## config.mk

```make
export PLATFORM = sky130hd
export DESIGN_NAME = operating_mode_clock_select
export DESIGN_NICKNAME = d
export VERILOG_FILES = /design/src/rtl/osc_ready_timer.v /design/src/rtl/operating_mode_clock_select.v
export VERILOG_INCLUDE_DIRS = /design/src /design/src/rtl
export SDC_FILE = /design/constraint.sdc
export NUM_CORES = 1
export LEC_CHECK = 0
export ABC_AREA = 0
export BUFFER_PORTS_ARGS = -buffer_cell sky130_fd_sc_hd__buf_2
export CAP_MARGIN = 20
export CORE_ASPECT_RATIO = 1.4
export CORE_MARGIN = 3
export CORE_UTILIZATION = 54
export DETAILED_ROUTE_END_ITERATION = 10
export HOLD_SLACK_MARGIN = 0.05
export PLACE_DENSITY = 0.83
export SLEW_MARGIN = 20
export SYNTH_ARGS = -nofsm -noshare
export SYNTH_HDL_FRONTEND = slang
export SYNTH_HIERARCHICAL = 1
export SYNTH_SLANG_ARGS = --single-unit
```

## constraint.sdc

```tcl
create_clock -name i_ref_clk -period 5.87 [get_ports i_ref_clk]
set_input_delay 0.2935 -clock i_ref_clk [delete_from_list [all_inputs] [get_ports i_ref_clk]]
set_output_delay 0.2935 -clock i_ref_clk [all_outputs]
set_load 0.02 [all_outputs]
```

## src/rtl/opmode_defines.vh

```
`ifndef OPMODE_DEFINES_VH
`define OPMODE_DEFINES_VH

// ==========================================================
// register byte addresses on the wishbone slave
`define OM_ADR_W            8
`define OM_ADR_MODE         8'h00
`define OM_ADR_IDLE         8'h04

// ==========================================================
// system_mode_control fields
`define OM_BIT_HLS          0
`define OM_BIT_IDLE_SEL     1
`define OM_BIT_HS_RDY       2
`define OM_BIT_LS_RDY       3
`define OM_BIT_FAST         4
`define OM_CKS_LO           5
`define OM_CKS_HI           7
`define OM_MODE_RST         8'h03
`define OM_MODE_WMASK       8'hF3

// ==========================================================
// idle_clock_and_reset_flags fields
`define OM_BIT_KEEP         7
`define OM_FLAGS_LO         0
`define OM_FLAGS_HI         2
`define OM_IDLE_RST         8'h00
`define OM_IDLE_WMASK       8'h87

// ==========================================================
// clock-select decoding
`define OM_CKS_FIRST_DIV    3'h2
`define OM_CKS_MAX_SHIFT    3'h6
`define OM_DIV_W            6

// ==========================================================
// system clock source codes
`define OM_SRC_NONE         2'h0
`define OM_SRC_HS           2'h1
`define OM_SRC_DIV          2'h2
`define OM_SRC_SUB          2'h3

// ==========================================================
// reported operating mode codes
`define OM_MODE_NORMAL      3'h0
`define OM_MODE_SLOW        3'h1
`define OM_MODE_IDLE_OFF    3'h2
`define OM_MODE_IDLE_ON     3'h3
`define OM_MODE_DEEP        3'h4
`define OM_MODE_LIGHT       3'h5
`define OM_MODE_FAST_WAKE   3'h6

// ==========================================================
// oscillator settling counts, in oscillator cycles
`define OM_CNT_W            10
`define OM_HS_XTAL_CYC      10'h200
`define OM_HS_RC_CYC        10'h010
`define OM_LS_XTAL_CYC      10'h080
`define OM_LS_RC_CYC        10'h002

`endif

```

## src/rtl/osc_ready_timer.v

```verilog
`timescale 1ns/10ps
`default_nettype none

// ==========================================================
// oscillator settle timer
// ready drops at once when the oscillator is stopped and rises
// after the configured number of oscillator ticks
module osc_ready_timer #(
	parameter                  CNT_W    = 10,
	parameter [CNT_W-1:0]      XTAL_CYC = 10'h200,
	parameter [CNT_W-1:0]      RC_CYC   = 10'h010
) (
	input  wire                i_ref_clk,
	input  wire                i_sys_rst,
	input  wire                i_osc_on,
	input  wire                i_osc_tick,
	input  wire                i_crystal,
	output reg                 o_ready_ff
);

	reg  [CNT_W-1:0]           cnt_ff;
	wire [CNT_W-1:0]           target;
	wire [CNT_W-1:0]           last;

	assign target = i_crystal ? XTAL_CYC : RC_CYC;
	assign last   = target - {{(CNT_W-1){1'b0}}, 1'b1};

	always @(posedge i_ref_clk) begin
		if (i_sys_rst || !i_osc_on) begin
			cnt_ff     <= {CNT_W{1'b0}};
			o_ready_ff <= 1'b0;
		end else if (!o_ready_ff && i_osc_tick) begin
			if (cnt_ff == last) begin
				o_ready_ff <= 1'b1;
			end
			cnt_ff <= cnt_ff + {{(CNT_W-1){1'b0}}, 1'b1};
		end
	end

endmodule

`default_nettype wire

```

## src/rtl/operating_mode_clock_select.v

```verilog
`timescale 1ns/10ps
`default_nettype none
`include "opmode_defines.vh"

module operating_mode_clock_select #(
	parameter                  HS_XTAL_CYC = `OM_HS_XTAL_CYC,
	parameter                  HS_RC_CYC   = `OM_HS_RC_CYC,
	parameter                  LS_XTAL_CYC = `OM_LS_XTAL_CYC,
	parameter                  LS_RC_CYC   = `OM_LS_RC_CYC
) (
	input  wire                i_ref_clk,
	input  wire                i_sys_rst,
	input  wire                i_wb_cyc,
	input  wire                i_wb_stb,
	input  wire                i_wb_we,
	input  wire [7:0]          i_wb_adr,
	input  wire [3:0]          i_wb_sel,
	input  wire [31:0]         i_wb_dat,
	output reg  [31:0]         o_wb_dat_ff,
	output reg                 o_wb_ack_ff,
	input  wire                i_halt,
	input  wire                i_wake,
	input  wire                i_wdt_enable,
	input  wire                i_low_voltage_detect_enable,
	input  wire                i_high_speed_crystal,
	input  wire                i_low_speed_crystal,
	input  wire                i_hs_tick,
	input  wire                i_sub_tick,
	output reg                 o_cpu_run_ff,
	output reg                 o_sys_tick_ff,
	output reg  [1:0]          o_clk_src_ff,
	output reg                 o_hs_osc_en_ff,
	output reg                 o_sub_clk_en_ff,
	output reg                 o_wdt_run_ff,
	output reg                 o_tbc_en_ff,
	output reg  [2:0]          o_mode_ff
);

	// ======================================================
	// state codes
	localparam [2:0]           ST_RUN   = 3'h0;
	localparam [2:0]           ST_DEEP  = 3'h1;
	localparam [2:0]           ST_LIGHT = 3'h2;
	localparam [2:0]           ST_IOFF  = 3'h3;
	localparam [2:0]           ST_ION   = 3'h4;
	localparam [2:0]           ST_FAST  = 3'h5;

	// ======================================================
	// declarations
	reg  [7:0]                 mode_ctrl_ff;
	reg  [7:0]                 idle_ctrl_ff;
	reg  [2:0]                 state_ff;
	reg  [2:0]                 nxt_state;
	reg  [`OM_DIV_W-1:0]       div_cnt_ff;
	reg  [1:0]                 src;
	reg  [2:0]                 mode_code;
	reg                        src_ready;
	reg                        sys_tick;
	reg                        cpu_run;
	reg  [7:0]                 rd_data;

	wire                       hs_ready;
	wire                       ls_ready;
	wire                       hs_on;
	wire                       ls_on;
	wire [2:0]                 cks;
	wire                       sel_undiv;
	wire                       sel_high;
	wire                       idle_sel;
	wire                       fast_en;
	wire                       clock_keep;
	wire                       div_tick;
	wire                       halt_take;
	wire                       wake_fast;
	wire                       bus_req;
	wire                       bus_wr;

	// ======================================================
	// decoding helpers
	function [`OM_DIV_W-1:0] div_mask;
		input [2:0] sel;
		reg   [2:0] shift;
		begin
			shift    = `OM_CKS_MAX_SHIFT - (sel - `OM_CKS_FIRST_DIV);
			div_mask = ~({`OM_DIV_W{1'b1}} << shift);
		end
	endfunction

	function [7:0] merge_write;
		input [7:0] old;
		input [7:0] wdat;
		input [7:0] wmask;
		begin
			merge_write = (old & ~wmask) | (wdat & wmask);
		end
	endfunction

	// ======================================================
	// field views
	assign cks        = mode_ctrl_ff[`OM_CKS_HI:`OM_CKS_LO];
	assign sel_undiv  = mode_ctrl_ff[`OM_BIT_HLS];
	assign idle_sel   = mode_ctrl_ff[`OM_BIT_IDLE_SEL];
	assign fast_en    = mode_ctrl_ff[`OM_BIT_FAST];
	assign clock_keep = idle_ctrl_ff[`OM_BIT_KEEP];
	// field values 000/001 mean substitute clock unless the HLS bit is set
	assign sel_high   = sel_undiv || (cks >= `OM_CKS_FIRST_DIV);

	// ======================================================
	// wishbone slave, one wait state per access
	assign bus_req = i_wb_cyc && i_wb_stb && !o_wb_ack_ff;
	assign bus_wr  = bus_req && i_wb_we && i_wb_sel[0];

	always @* begin
		case (i_wb_adr)
			`OM_ADR_MODE: begin
				rd_data = mode_ctrl_ff;
				rd_data[`OM_BIT_LS_RDY] = ls_ready;
				rd_data[`OM_BIT_HS_RDY] = hs_ready;
			end
			`OM_ADR_IDLE: begin
				rd_data = idle_ctrl_ff & `OM_IDLE_WMASK;
			end
			default: begin
				rd_data = 8'h00;
			end
		endcase
	end

	always @(posedge i_ref_clk) begin
		if (i_sys_rst) begin
			o_wb_ack_ff  <= 1'b0;
			o_wb_dat_ff  <= 32'h0000_0000;
			mode_ctrl_ff <= `OM_MODE_RST;
			idle_ctrl_ff <= `OM_IDLE_RST;
		end else begin
			o_wb_ack_ff <= bus_req;
			if (bus_req && !i_wb_we) begin
				o_wb_dat_ff <= {24'h00_0000, rd_data};
			end
			if (bus_wr && i_wb_adr == `OM_ADR_MODE) begin
				// ready flags are not storage; hardware owns them
				mode_ctrl_ff <= merge_write(mode_ctrl_ff, i_wb_dat[7:0], `OM_MODE_WMASK);
			end
			if (bus_wr && i_wb_adr == `OM_ADR_IDLE) begin
				idle_ctrl_ff <= merge_write(idle_ctrl_ff, i_wb_dat[7:0], `OM_IDLE_WMASK);
			end
		end
	end

	// ======================================================
	// oscillator control
	// high-speed runs only while a high-speed source is wanted
	assign hs_on = sel_high && (state_ff == ST_RUN || state_ff == ST_ION ||
	               state_ff == ST_FAST);
	assign ls_on = (state_ff != ST_DEEP);

	osc_ready_timer #(
		.CNT_W      (`OM_CNT_W),
		.XTAL_CYC   (HS_XTAL_CYC[`OM_CNT_W-1:0]),
		.RC_CYC     (HS_RC_CYC[`OM_CNT_W-1:0])
	) u_hs_ready (
		.i_ref_clk  (i_ref_clk),
		.i_sys_rst  (i_sys_rst),
		.i_osc_on   (hs_on),
		.i_osc_tick (i_hs_tick),
		.i_crystal  (i_high_speed_crystal),
		.o_ready_ff (hs_ready)
	);

	osc_ready_timer #(
		.CNT_W      (`OM_CNT_W),
		.XTAL_CYC   (LS_XTAL_CYC[`OM_CNT_W-1:0]),
		.RC_CYC     (LS_RC_CYC[`OM_CNT_W-1:0])
	) u_ls_ready (
		.i_ref_clk  (i_ref_clk),
		.i_sys_rst  (i_sys_rst),
		.i_osc_on   (ls_on),
		.i_osc_tick (i_sub_tick),
		.i_crystal  (i_low_speed_crystal),
		.o_ready_ff (ls_ready)
	);

	// ======================================================
	// high-speed prescaler
	// free running so a ratio change never waits a full wrap
	always @(posedge i_ref_clk) begin
		if (i_sys_rst || !hs_on) begin
			div_cnt_ff <= {`OM_DIV_W{1'b0}};
		end else if (i_hs_tick) begin
			div_cnt_ff <= div_cnt_ff + {{(`OM_DIV_W-1){1'b0}}, 1'b1};
		end
	end

	assign div_tick = i_hs_tick && ((div_cnt_ff & div_mask(cks)) == div_mask(cks));

	// ======================================================
	// system clock source and cpu gating
	always @* begin
		src = `OM_SRC_NONE;
		case (state_ff)
			ST_RUN, ST_ION: begin
				if (sel_undiv) begin
					src = `OM_SRC_HS;
				end else if (sel_high) begin
					src = `OM_SRC_DIV;
				end else begin
					src = `OM_SRC_SUB;
				end
			end
			ST_FAST: begin
				src = `OM_SRC_SUB;
			end
			default: begin
				src = `OM_SRC_NONE;
			end
		endcase
	end

	always @* begin
		case (src)
			`OM_SRC_HS: begin
				src_ready = hs_ready;
				sys_tick  = i_hs_tick && hs_ready;
			end
			`OM_SRC_DIV: begin
				src_ready = hs_ready;
				sys_tick  = div_tick && hs_ready;
			end
			`OM_SRC_SUB: begin
				src_ready = ls_ready;
				sys_tick  = i_sub_tick && ls_ready;
			end
			default: begin
				src_ready = 1'b0;
				sys_tick  = 1'b0;
			end
		endcase
		// cpu waits for the chosen clock to settle
		cpu_run = (state_ff == ST_RUN || state_ff == ST_FAST) && src_ready;
	end

	// ======================================================
	// operating mode sequencer
	assign halt_take = i_halt && cpu_run;
	// no substitute clock survives deep sleep, so no fast start there
	assign wake_fast = i_wake && state_ff != ST_DEEP && sel_high &&
	                   i_high_speed_crystal && fast_en;

	always @* begin
		nxt_state = state_ff;
		case (state_ff)
			ST_RUN: begin
				if (halt_take) begin
					if (idle_sel) begin
						nxt_state = clock_keep ? ST_ION : ST_IOFF;
					end else if (i_wdt_enable) begin
						nxt_state = ST_LIGHT;
					end else if (!i_low_voltage_detect_enable) begin
						nxt_state = ST_DEEP;
					end else begin
						nxt_state = ST_RUN;
					end
				end
			end
			ST_DEEP, ST_LIGHT, ST_IOFF: begin
				if (wake_fast) begin
					nxt_state = ST_FAST;
				end else if (i_wake) begin
					nxt_state = ST_RUN;
				end
			end
			ST_ION: begin
				if (i_wake) begin
					nxt_state = ST_RUN;
				end
			end
			ST_FAST: begin
				if (hs_ready) begin
					nxt_state = ST_RUN;
				end
			end
			default: begin
				nxt_state = ST_RUN;
			end
		endcase
	end

	always @* begin
		case (state_ff)
			ST_RUN:   mode_code = sel_high ? `OM_MODE_NORMAL : `OM_MODE_SLOW;
			ST_DEEP:  mode_code = `OM_MODE_DEEP;
			ST_LIGHT: mode_code = `OM_MODE_LIGHT;
			ST_IOFF:  mode_code = `OM_MODE_IDLE_OFF;
			ST_ION:   mode_code = `OM_MODE_IDLE_ON;
			ST_FAST:  mode_code = `OM_MODE_FAST_WAKE;
			default:  mode_code = `OM_MODE_NORMAL;
		endcase
	end

	// ======================================================
	// state and registered outputs
	always @(posedge i_ref_clk) begin
		if (i_sys_rst) begin
			state_ff        <= ST_RUN;
			o_cpu_run_ff    <= 1'b0;
			o_sys_tick_ff   <= 1'b0;
			o_clk_src_ff    <= `OM_SRC_NONE;
			o_hs_osc_en_ff  <= 1'b0;
			o_sub_clk_en_ff <= 1'b0;
			o_wdt_run_ff    <= 1'b0;
			o_tbc_en_ff     <= 1'b0;
			o_mode_ff       <= `OM_MODE_NORMAL;
		end else begin
			state_ff        <= nxt_state;
			o_cpu_run_ff    <= cpu_run;
			o_sys_tick_ff   <= sys_tick;
			o_clk_src_ff    <= src;
			o_hs_osc_en_ff  <= hs_on;
			o_sub_clk_en_ff <= ls_on;
			o_wdt_run_ff    <= i_wdt_enable && state_ff != ST_DEEP;
			// time base stops in both sleep states
			o_tbc_en_ff     <= state_ff != ST_DEEP && state_ff != ST_LIGHT;
			o_mode_ff       <= mode_code;
		end
	end

endmodule

`default_nettype wire

```

==> flow_summary_export.csv, run 1 <==
group,metric,value,unit
sta,slew_viol_final,0,
clock_network,ctsHoldBuffers,0,
finish,antenna_cells,0,
global_route,grt_max_degree,36,
min_path,hp-start,"i_wb_dat[1]",
power_and_ir_drop,switching_share,25.6,%
clock_network,clkSinkCount,61,
finish,drive_gt1_share,19.6,%
synth,synthArstFlopShare,0,%
drt,vias,2571,
floorplanning,num_io_pins,101,
placement,place_ws,3.66,ns
sta,slew_headroom,59.3,%
clock_network,cts_buffers,9,
synth,synth_ff_type,"dfxtp_1",
worst_setup_path,worstPathMaxFanout,12,
worst_setup_path,crit_required,6.06,ns
sta,grt_setup_unrepaired,"false",
synth,synthDistinctLibCells,54,
clock_network,ctsResizeCount,0,
synth,yosysMostFrequentCell,"dfxtp_1",
worst_setup_path,path_class,"flop to flop",
sta,setup_tns,0,ns
floorplanning,die_area,0.00672,mm²
floorplanning,initial_core_util,56.3,%
drt,drt_iter0_drc,119,
global_route,use_met2,36.9,%
placement,place_congestion,0.819,
sta,worst_pin_slew,0.606,ns
floorplanning,rows,32,
worst_setup_path,crit_start,"state_ff[0]",
sta,setup_viol,0,
min_path,hp-class,"input pin to flop",
job,maxCapViolations,0,
sta,post-route-min-period,2.25,ns
clock_network,cts_setup_buffers,0,
finish,n_fill_cell,500,
placement,dp_hpwl,4.88,mm
power_and_ir_drop,p_comb_share,10.4,%
power_and_ir_drop,p_switching,0.228,mW
sta,finalCritPeriodShare,38.4,%
sta,hold_viol,0,
synth,synth_area,0.00311,mm²
floorplanning,die_w,70.1,µm
global_route,antenna_found_initial,0,
global_route,busiest_layer,"met2",
drt,avgRoutedWirePerCell,14.0,µm
sta,max_freq,444,MHz
clock_network,cts_root_buf,"clkbuf_8",
power_and_ir_drop,power.leakage,1.39,nW
synth,syn_avg_cell_area,9.04,µm²
drt,post-route-drc-count,0,
worst_setup_path,rrSetupSlack,3.62,ns
power_and_ir_drop,power.internal,0.664,mW
clock_network,cts_tree,"done",
global_route,gr-usage-all-layers,19.7,%
synth,ys_top_cells_by_area,"dfxtp_1 (39%), buf_4 (6.0%), ha_1 (4.4%)",
finish,fin_nets,460,
drt,wl,6.53,mm
worst_setup_path,end_kind,"flop",
synth,synthCells,344,
global_route,globalRouteMet1Util,20.5,%
power_and_ir_drop,peakVddDrop,202,µV
synth,synthTopCellsByCount,"dfxtp_1 (61), nor2_1 (33), buf_4 (25)",
synth,ys_ff_latch,61,
global_route,grt_pass1_wl,10.7,mm
power_and_ir_drop,clkPwrFrac,40.3,%
sta,worst_slack,3.62,ns
synth,synth_top_area_share,39.3,%
clock_network,htreeDepth,3,
outcome,status,"completed",
power_and_ir_drop,powerDensity,256,mW/mm²
drt,detail-route-antenna-nets,0,
floorplanning,die_h,95.8,µm
synth,ys.warnings.count,6,
synth,yosys.area.top_type,"dfxtp_1",
global_route,grt_pass1_vias,2485,
synth,synth_edf_count,0,
sta,worst_clock_skew,0.0107,ns
drt,drtPass1Iterations,4,
global_route,use_met3,4.91,%
clock_network,clk_pin_slew,0.07,ns
drt,viasPerCell,5.53,
worst_setup_path,r2r_start,"state_ff[0]",
floorplanning,core,0.00553,mm²
worst_setup_path,critical_path_arrival,2.44,ns
clock_network,clockBufferDepth,2,
finish,syn_to_final_growth,12.2,%
worst_setup_path,critPathLaunchType,"flop",
placement,io_buffer_count,48,
clock_network,clock_latency,0.34,ns
global_route,overflow,0,
synth,ys_seq_area_share,39.3,%
power_and_ir_drop,p_seq_share,49.2,%
## state kept, by name (all words and copies together) (netlist names)
name and flops:
div_cnt_ff 6, u_ls_ready/cnt_ff 10, u_hs_ready/o_ready_ff 1, state_ff 3, o_wb_dat_ff 8, o_wb_ack_ff 1
u_ls_ready/o_ready_ff 1, o_wdt_run_ff 1, o_sys_tick_ff 1, o_cpu_run_ff 1, mode_ctrl_ff 6, o_sub_clk_en_ff 1
u_hs_ready/cnt_ff 10, o_mode_ff 3, o_clk_src_ff 2, idle_ctrl_ff 4, o_hs_osc_en_ff 1, o_tbc_en_ff 1
## cell usage in the layout, fill, tap and decap left out, drive strengths merged, types with 2 or more instances in the layout
master / n
a2111oi: 2
a211o: 2
a211oi: 2
a21oi: 14
a22o: 4
a22oi: 5
a31oi: 3
and2: 2
buf: 48
clkbuf: 11
clkinv: 4
conb: 24
dfxtp: 61
ha: 11
inv: 11
mux2: 2
mux2i: 13
nand2: 20
nand2b: 13
nand3: 5
nand3b: 7
nand4: 7
nor2: 33
nor2b: 11
nor3: 11
nor4: 7
o21a: 4
o21ai: 12
o311ai: 3
o31ai: 4
o41ai: 4
or2: 3
or3: 6
or4: 6
xnor2: 7
xor2: 4
## path summary, 6_finish.rpt
check / endpoint / cells after the start
setup reg to reg: o_sys_tick_ff / 5
setup / recovery: o_sys_tick_ff / 5
hold / removal: mode_ctrl_ff[1] / 2
hold reg to reg: o_wb_dat_ff[0] / 1
## worst max-delay path, stage by stage (launching register included)
cell	delay (ns)
dfxtp_1	0.42
or2_2	0.33
o21ai_0	0.41
ha_1	0.32
nand3b_1	0.15
a2111oi_0	0.48
## metal layers
layer  wire (µm)  vias to the layer above
met5           0                        -
met4         102                        0
met3         268                        8
met2        3490                       61
met1        2670                     1210
li1            -                     1292
## cell families after synthesis
family	share of synthesized area [%]
fa+ha+maj	4.43
flops	39.3
other cells	0.121
xor+xnor	3.10
buf+inv	8.49
mux	4.91
compound gates	13.7
simple gates	26.0
## per-stage QoR
stage / instances / utilization [%] / area, µm² / hold WS [ns] / total power, mW
2_1_floorplan: 367 / - / 3200 / 0.373 / 0.525
3_3_place_gp: 449 / 59.7 / 3300 / 0.459 / 0.538
3_5_place_dp: 449 / 59.7 / 3300 / 0.463 / 0.541
4_1_cts: 465 / 63.2 / 3490 / 0.160 / 0.903
5_1_grt: 465 / 63.2 / 3490 / 0.170 / 0.929
6_report: 465 / 63.2 / 3490 / 0.180 / 0.892
## power by group through the flow
| stage | sequential, mW | clock (mW) | combinational (mW) |
|---|---|---|---|
| after CTS | 0.439 | 0.371 | 0.0934 |
| after detailed placement | 0.448 | 0 | 0.0926 |
| after floorplan | 0.448 | 0 | 0.0762 |
| after global placement | 0.448 | 0 | 0.0902 |
| final | 0.439 | 0.360 | 0.0931 |
| after global routing | 0.441 | 0.384 | 0.104 |
## cell type report
cell class | instances | area, µm² | area share, %
timing repair buffer | 48 | 240 | 6.88
tap | 68 | 85.1 | 2.44
multi-input combinational | 261 | 1710 | 49.0
clock buffer | 11 | 141 | 4.05
sequential | 61 | 1220 | 35.0
inverter | 11 | 41.3 | 1.18
clock inverter | 5 | 50.0 | 1.43
(Power assumes the default switching activity.)
==> run 2, diff against run 1 <==
--- a/config.mk
+++ b/config.mk
@@ -11,10 +11,10 @@
 export CAP_MARGIN = 20
 export CORE_ASPECT_RATIO = 1.4
 export CORE_MARGIN = 3
-export CORE_UTILIZATION = 54
+export CORE_UTILIZATION = 46
 export DETAILED_ROUTE_END_ITERATION = 10
 export HOLD_SLACK_MARGIN = 0.05
-export PLACE_DENSITY = 0.83
+export PLACE_DENSITY = 0.75
 export SLEW_MARGIN = 20
 export SYNTH_ARGS = -nofsm -noshare
 export SYNTH_HDL_FRONTEND = slang
==> constraint.sdc (replaced) <==
create_clock -name i_ref_clk -period 1.82 [get_ports i_ref_clk]
set_input_delay 0.091 -clock i_ref_clk [delete_from_list [all_inputs] [get_ports i_ref_clk]]
set_output_delay 0.091 -clock i_ref_clk [all_outputs]
set_load 0.02 [all_outputs]
==> run 2 against run 1 <==
The flow now finishes with violations (setup timing); maximum frequency up 22%; critical path depth increased by 1; via count grew 5.3%; flip-flop and latch count unchanged; combinational power grew to 4.1 times the previous value; routed wire length is 11% higher.
==> flow_summary_export.csv, run 2 (same netlist as run 1, synthesis figures left out) <==
group,metric,value,unit
floorplanning,die_area,0.00780,mm²
sta,finalCritPeriodShare,102,%
job,maxCapViolations,0,
placement,io_buffer_count,48,
drt,viasPerCell,5.46,
finish,antenna_cells,0,
worst_setup_path,worstPathMaxFanout,5,
sta,post-route-min-period,1.85,ns
floorplanning,die_w,75.5,µm
placement,place_congestion,0.827,
drt,avgRoutedWirePerCell,14.6,µm
sta,slew_viol_final,0,
finish,layout_commonest_cell,"dfxtp_1",
worst_setup_path,crit_required,2.04,ns
global_route,busiest_layer,"met2",
floorplanning,rows,34,
worst_setup_path,critical_path_arrival,2.07,ns
sta,setup_viol,3,
global_route,grt_pass1_wl,11.1,mm
sta,worst_clock_skew,0.00520,ns
global_route,gr-usage-all-layers,18.6,%
worst_setup_path,critPathLaunchType,"flop",
clock_network,clockBufferDepth,2,
clock_network,clock_latency,0.35,ns
worst_setup_path,end_kind,"flop",
global_route,use_met2,32.1,%
finish,fin_nets,487,
global_route,overflow,0,
outcome,status,"finished with violations",
sta,slew_headroom,56.8,%
global_route,grt_max_degree,21,
power_and_ir_drop,power,3.42,mW
clock_network,clkSinkCount,61,
sta,hold_viol,0,
finish,final_util,62.5,%
floorplanning,die_h,103,µm
global_route,use_met3,6.09,%
clock_network,htreeDepth,3,
clock_network,cts_root_buf,"clkbuf_8",
power_and_ir_drop,peakVddDrop,839,µV
sta,worst_slack,-0.0296,ns
floorplanning,num_io_pins,101,
drt,wl,7.26,mm
power_and_ir_drop,powerDensity,858,mW/mm²
placement,place_ws,-0.0639,ns
global_route,grt_pass1_vias,2532,
min_path,hp-class,"input pin to flop",
sta,worst_pin_slew,0.642,ns
placement,dp_hpwl,5.13,mm
outcome,violations,"setup timing",
drt,post-route-drc-count,0,
sta,grt_setup_unrepaired,"true",
global_route,globalRouteMet1Util,20.6,%
finish,syn_to_final_growth,28.2,%
power_and_ir_drop,power.leakage,1.59,nW
drt,drt_iter0_drc,137,
finish,final_cell_mix,"dfxtp_1 (59), buf_2 (48), nor2_1 (32)",
finish,top_regs,"u_hs_ready/cnt_ff x10, u_ls_ready/cnt_ff x10, o_wb_dat_ff x8",
drt,vias,2706,
worst_setup_path,path_class,"flop to flop",
sta,max_freq,541,MHz
global_route,antenna_found_initial,0,
floorplanning,core,0.00638,mm²
finish,drive_gt1_share,28.5,%
clock_network,cts_tree,"done",
drt,detail-route-antenna-nets,0,
drt,drtPass1Iterations,4,
clock_network,cts_buffers,9,
floorplanning,initial_core_util,48.7,%
clock_network,clk_pin_slew,0.07,ns
## run 2: cell types whose count changed in the layout (fill, tap and decap cells not counted), sizes merged
cell,previous run,this run
clkbuf,11,9
inv,11,12
bufinv,1,4
clkinv,4,2
buf,48,66
dlygate4sd3,0,9
## run 2: area by class of cell
type	instances	area, µm²
fillers	518	2400
repair buffers	75	473
inverters	11	41.3
clock buffers	9	124
clock inverters	7	146
flip-flops and latches	61	1220
well taps	72	90.1
multi-input cells	261	1890
## run 2: metal layers
layer	share of wire [%]	wire (µm)
met5	0	0
met1	42	3040
met4	3.2	231
met2	51	3690
met3	4.1	297
## run 2: critical path, cell delays in order, from the launching register on
cell	delay [ns]
dfxtp_2	0.36
buf_4	0.15
nor4_1	0.57
buf_4	0.23
nor3_1	0.06
a211oi_1	0.27
a211oi_2	0.08
## run 2: path summary, 6_finish.rpt
check	startpoint	to	slack, ns	cells after the start
max	mode_ctrl_ff[6]	state_ff[0]	-0.03	6
min	i_wake	state_ff[1]	0.07	3
max reg2reg	mode_ctrl_ff[6]	state_ff[0]	-0.03	6
min reg2reg	o_wb_dat_ff[7]	o_wb_dat_ff[7]	0.48	1
## run 2: metrics by stage
stage | instances | hold slack [ns] | setup TNS [ns] | area (µm²)
6_report | 496 | 0.0652 | -0.0726 | 3990
5_1_grt | 496 | 0.0838 | -1.55 | 3990
4_1_cts | 492 | 0.0577 | 0 | 3800
3_5_place_dp | 467 | 0.324 | -0.109 | 3420
3_3_place_gp | 467 | 0.325 | -0.0128 | 3420
2_1_floorplan | 367 | 0.170 | 0 | 3210
## run 2: what timing repair did
item,CTS,global route
setup buffers,0,4
hold buffers,9,0
gates resized for setup,5,31
setup endpoints to repair,5,15
endpoints found under the hold margin,11,0
pin swaps,2,9
## run 2: where the power goes
group	switching, mW	internal (mW)
registers	0.0403	1.37
logic	0.228	0.154
clock network	0.569	1.06
==> run 3, diff against run 2 <==
--- a/config.mk
+++ b/config.mk
@@ -6,7 +6,7 @@
 export SDC_FILE = /design/constraint.sdc
 export NUM_CORES = 1
 export LEC_CHECK = 0
-export ABC_AREA = 0
+export ABC_AREA = 1
 export BUFFER_PORTS_ARGS = -buffer_cell sky130_fd_sc_hd__buf_2
 export CAP_MARGIN = 20
 export CORE_ASPECT_RATIO = 1.4
==> run 3 against run 2 <==
Maximum frequency increased by 2.5%; critical endpoint unchanged; largest power group unchanged; register-to-register slack improved by 0.04 ns; routed wire length increased by 2.9%; combinational power increased by 13%; highest routed layer unchanged; the flow now finishes without violations; die area increased by 4.9%; setup slack improved by 0.045 ns; count of clock-buffer cells in the layout increased by 4.
==> flow_summary_export.csv, run 3 <==
group,metric,value,unit
worst_setup_path,worstPathMaxFanout,3,
synth,yosys.area.top_type,"dfxtp_1",
global_route,overflow,0,
worst_setup_path,r2r_cells,15,
floorplanning,num_io_pins,101,
sta,slew_viol_final,0,
synth,ys_top_cells_by_area,"dfxtp_1 (37%), nand2_1 (9.5%), nor2_1 (6.9%)",
placement,place_congestion,0.881,
floorplanning,core,0.00674,mm²
worst_setup_path,critical_path_arrival,2.07,ns
global_route,grt_pass1_vias,2924,
synth,ys_seq_area_share,37.3,%
synth,synthDistinctLibCells,35,
clock_network,clockBufferDepth,2,
global_route,grt_max_degree,25,
drt,post-route-drc-count,0,
drt,detail-route-antenna-nets,0,
sta,slew_headroom,63.7,%
sta,setup_viol,0,
sta,max_freq,554,MHz
power_and_ir_drop,power.leakage,1.88,nW
finish,top_regs,"u_hs_ready/cnt_ff x10, u_ls_ready/cnt_ff x10, o_wb_dat_ff x8",
clock_network,htreeDepth,3,
floorplanning,die_w,77.3,µm
synth,synth_ff_type,"dfxtp_1",
drt,viasPerCell,4.79,
worst_setup_path,critPathLaunchType,"flop",
finish,layout_commonest_cell,"nand2_1",
min_path,hp-class,"input pin to flop",
synth,synthTopCellsByCount,"nand2_1 (83), dfxtp_1 (61), nor2_1 (60)",
drt,drtPass1Iterations,4,
worst_setup_path,reg2reg_to,"state_ff[0]",
drt,wl,7.47,mm
synth,synth_top_area_share,37.3,%
clock_network,clk_pin_slew,0.06,ns
sta,hold_viol,0,
clock_network,cts_root_buf,"clkbuf_8",
floorplanning,die_h,106,µm
drt,vias,3025,
finish,drive_gt1_share,26.7,%
finish,final_cell_mix,"nand2_1 (79), nor2_1 (60), dfxtp_1 (59)",
synth,ys_ff_latch,61,
finish,final_util,59.8,%
floorplanning,rows,35,
global_route,grt_pass1_wl,12.7,mm
sta,grt_setup_unrepaired,"true",
clock_network,cts_tree,"done",
worst_setup_path,crit_required,2.08,ns
floorplanning,initial_core_util,48.6,%
synth,syn_avg_cell_area,7.18,µm²
synth,synthArstFlopShare,0,%
sta,hold_slack,0.0800,ns
worst_setup_path,end_kind,"flop",
power_and_ir_drop,powerDensity,814,mW/mm²
worst_setup_path,rrSetupSlack,0.02,ns
sta,worst_pin_slew,0.545,ns
clock_network,clkSinkCount,61,
sta,worst_slack,0.0151,ns
finish,fin_nets,602,
worst_setup_path,r2r_start,"mode_ctrl_ff[5]",
worst_setup_path,crit_start,"mode_ctrl_ff[5]",
sta,post-route-min-period,1.80,ns
placement,dp_hpwl,5.65,mm
finish,antenna_cells,0,
global_route,antenna_found_initial,0,
finish,syn_to_final_growth,23.1,%
synth,yosysMostFrequentCell,"nand2_1",
synth,synthCells,456,
outcome,status,"completed",
drt,avgRoutedWirePerCell,11.8,µm
power_and_ir_drop,peakVddDrop,585,µV
worst_setup_path,endpoint,"state_ff[0]",
synth,synth_area,0.00327,mm²
synth,ys.warnings.count,6,
sta,worst_clock_skew,0.00911,ns
synth,synth_edf_count,0,
global_route,gr-usage-all-layers,19.1,%
clock_network,cts_buffers,9,
floorplanning,die_area,0.00818,mm²
placement,place_ws,-0.102,ns
min_path,whs_path_depth,4,
worst_setup_path,path_class,"flop to flop",
drt,drt_iter0_drc,83,
clock_network,clock_latency,0.34,ns
job,maxCapViolations,0,
placement,io_buffer_count,48,
sta,finalCritPeriodShare,99.2,%
==> run 3: final cells by class <==
type | count | area [µm²]
Fill cell | 629 | 2710
Multi-Input combinational cell | 324 | 1750
Sequential cell | 61 | 1220
Timing Repair Buffer | 73 | 450
Inverter | 65 | 244
Clock buffer | 13 | 179
Tap cell | 92 | 115
Clock inverter | 3 | 65.1
==> run 3: critical path, stage by stage, from the launching register on <==
cell     delay [ns]
dfxtp_2        0.33
inv_2          0.05
ha_4           0.14
inv_2          0.05
nand2_1        0.05
nand2_1        0.06
nand2_1        0.06
nand2_2        0.07
inv_2          0.05
buf_4          0.13
ha_1           0.19
inv_2          0.06
nand3_1        0.08
a21oi_2        0.19
nand2_1        0.09
a21oi_2        0.13
==> run 3: how the worst min path moves through the flow <==
stage	from	end	slack (ns)
2_1_floorplan	i_sys_rst	o_hs_osc_en_ff	0.17
5_1_grt	i_low_speed_crystal	u_ls_ready/o_ready_ff	0.08
3_3_place_gp	i_wdt_enable	o_wdt_run_ff	0.35
4_1_cts	i_low_speed_crystal	u_ls_ready/o_ready_ff	0.07
3_5_place_dp	i_wdt_enable	o_wdt_run_ff	0.35
6_report	i_low_speed_crystal	u_ls_ready/o_ready_ff	0.08
==> run 3: logic make-up after synthesis <==
group / after synthesis / synth area share (%)
AO/OA/AOI/OAI: 54 / 9.32
other: 1 / 0.115
AND/OR/NAND/NOR: 230 / 33.9
adder cells (fa/ha/maj): 11 / 4.20
buffers and inverters: 94 / 13.8
flip-flops: 61 / 37.3
XOR/XNOR: 5 / 1.34
==> run 3: metrics by stage <==
stage | cell area (µm²) | std cells | setup TNS, ns | total power [mW]
after floorplan | 3360 | 479 | 0 | 1.74
final | 4030 | 631 | 0 | 3.28
after global placement | 3610 | 604 | -0.0488 | 1.83
after detailed placement | 3610 | 604 | -0.253 | 1.84
after CTS | 3980 | 630 | 0 | 3.30
after global routing | 4030 | 631 | -0.444 | 3.43
==> run 3: what timing repair did <==
item                                    4_1_cts  5_1_grt
hold buffers                                  9        0
hold endpoints to repair                     12        0
endpoints found under the setup margin        3        4
setup buffers                                 1        1
resized for setup                             5       15
pin swaps                                     2       10
gates cloned                                  0        0
==> run 3: power by group <==
group	switching, mW	internal [mW]	total (mW)	leakage (nW)
Combinational	0.281	0.150	0.431	1.26
Clock	0.521	0.919	1.44	0.126
Sequential	0.0331	1.38	1.41	0.496
Total	0.834	2.45	3.28	1.88
==> run 3: per-layer routing <==
| layer | part of all wire [%] | global-route usage [%] | vias up |
|---|---|---|---|
| li1 | - | - | 1551 |
| met2 | 54 | 35.4 | 76 |
| met1 | 39 | 21.1 | 1381 |
| met3 | 3.7 | 3.76 | 17 |
| met5 | 0 | 0 | - |
| met4 | 2.6 | 7.38 | 0 |
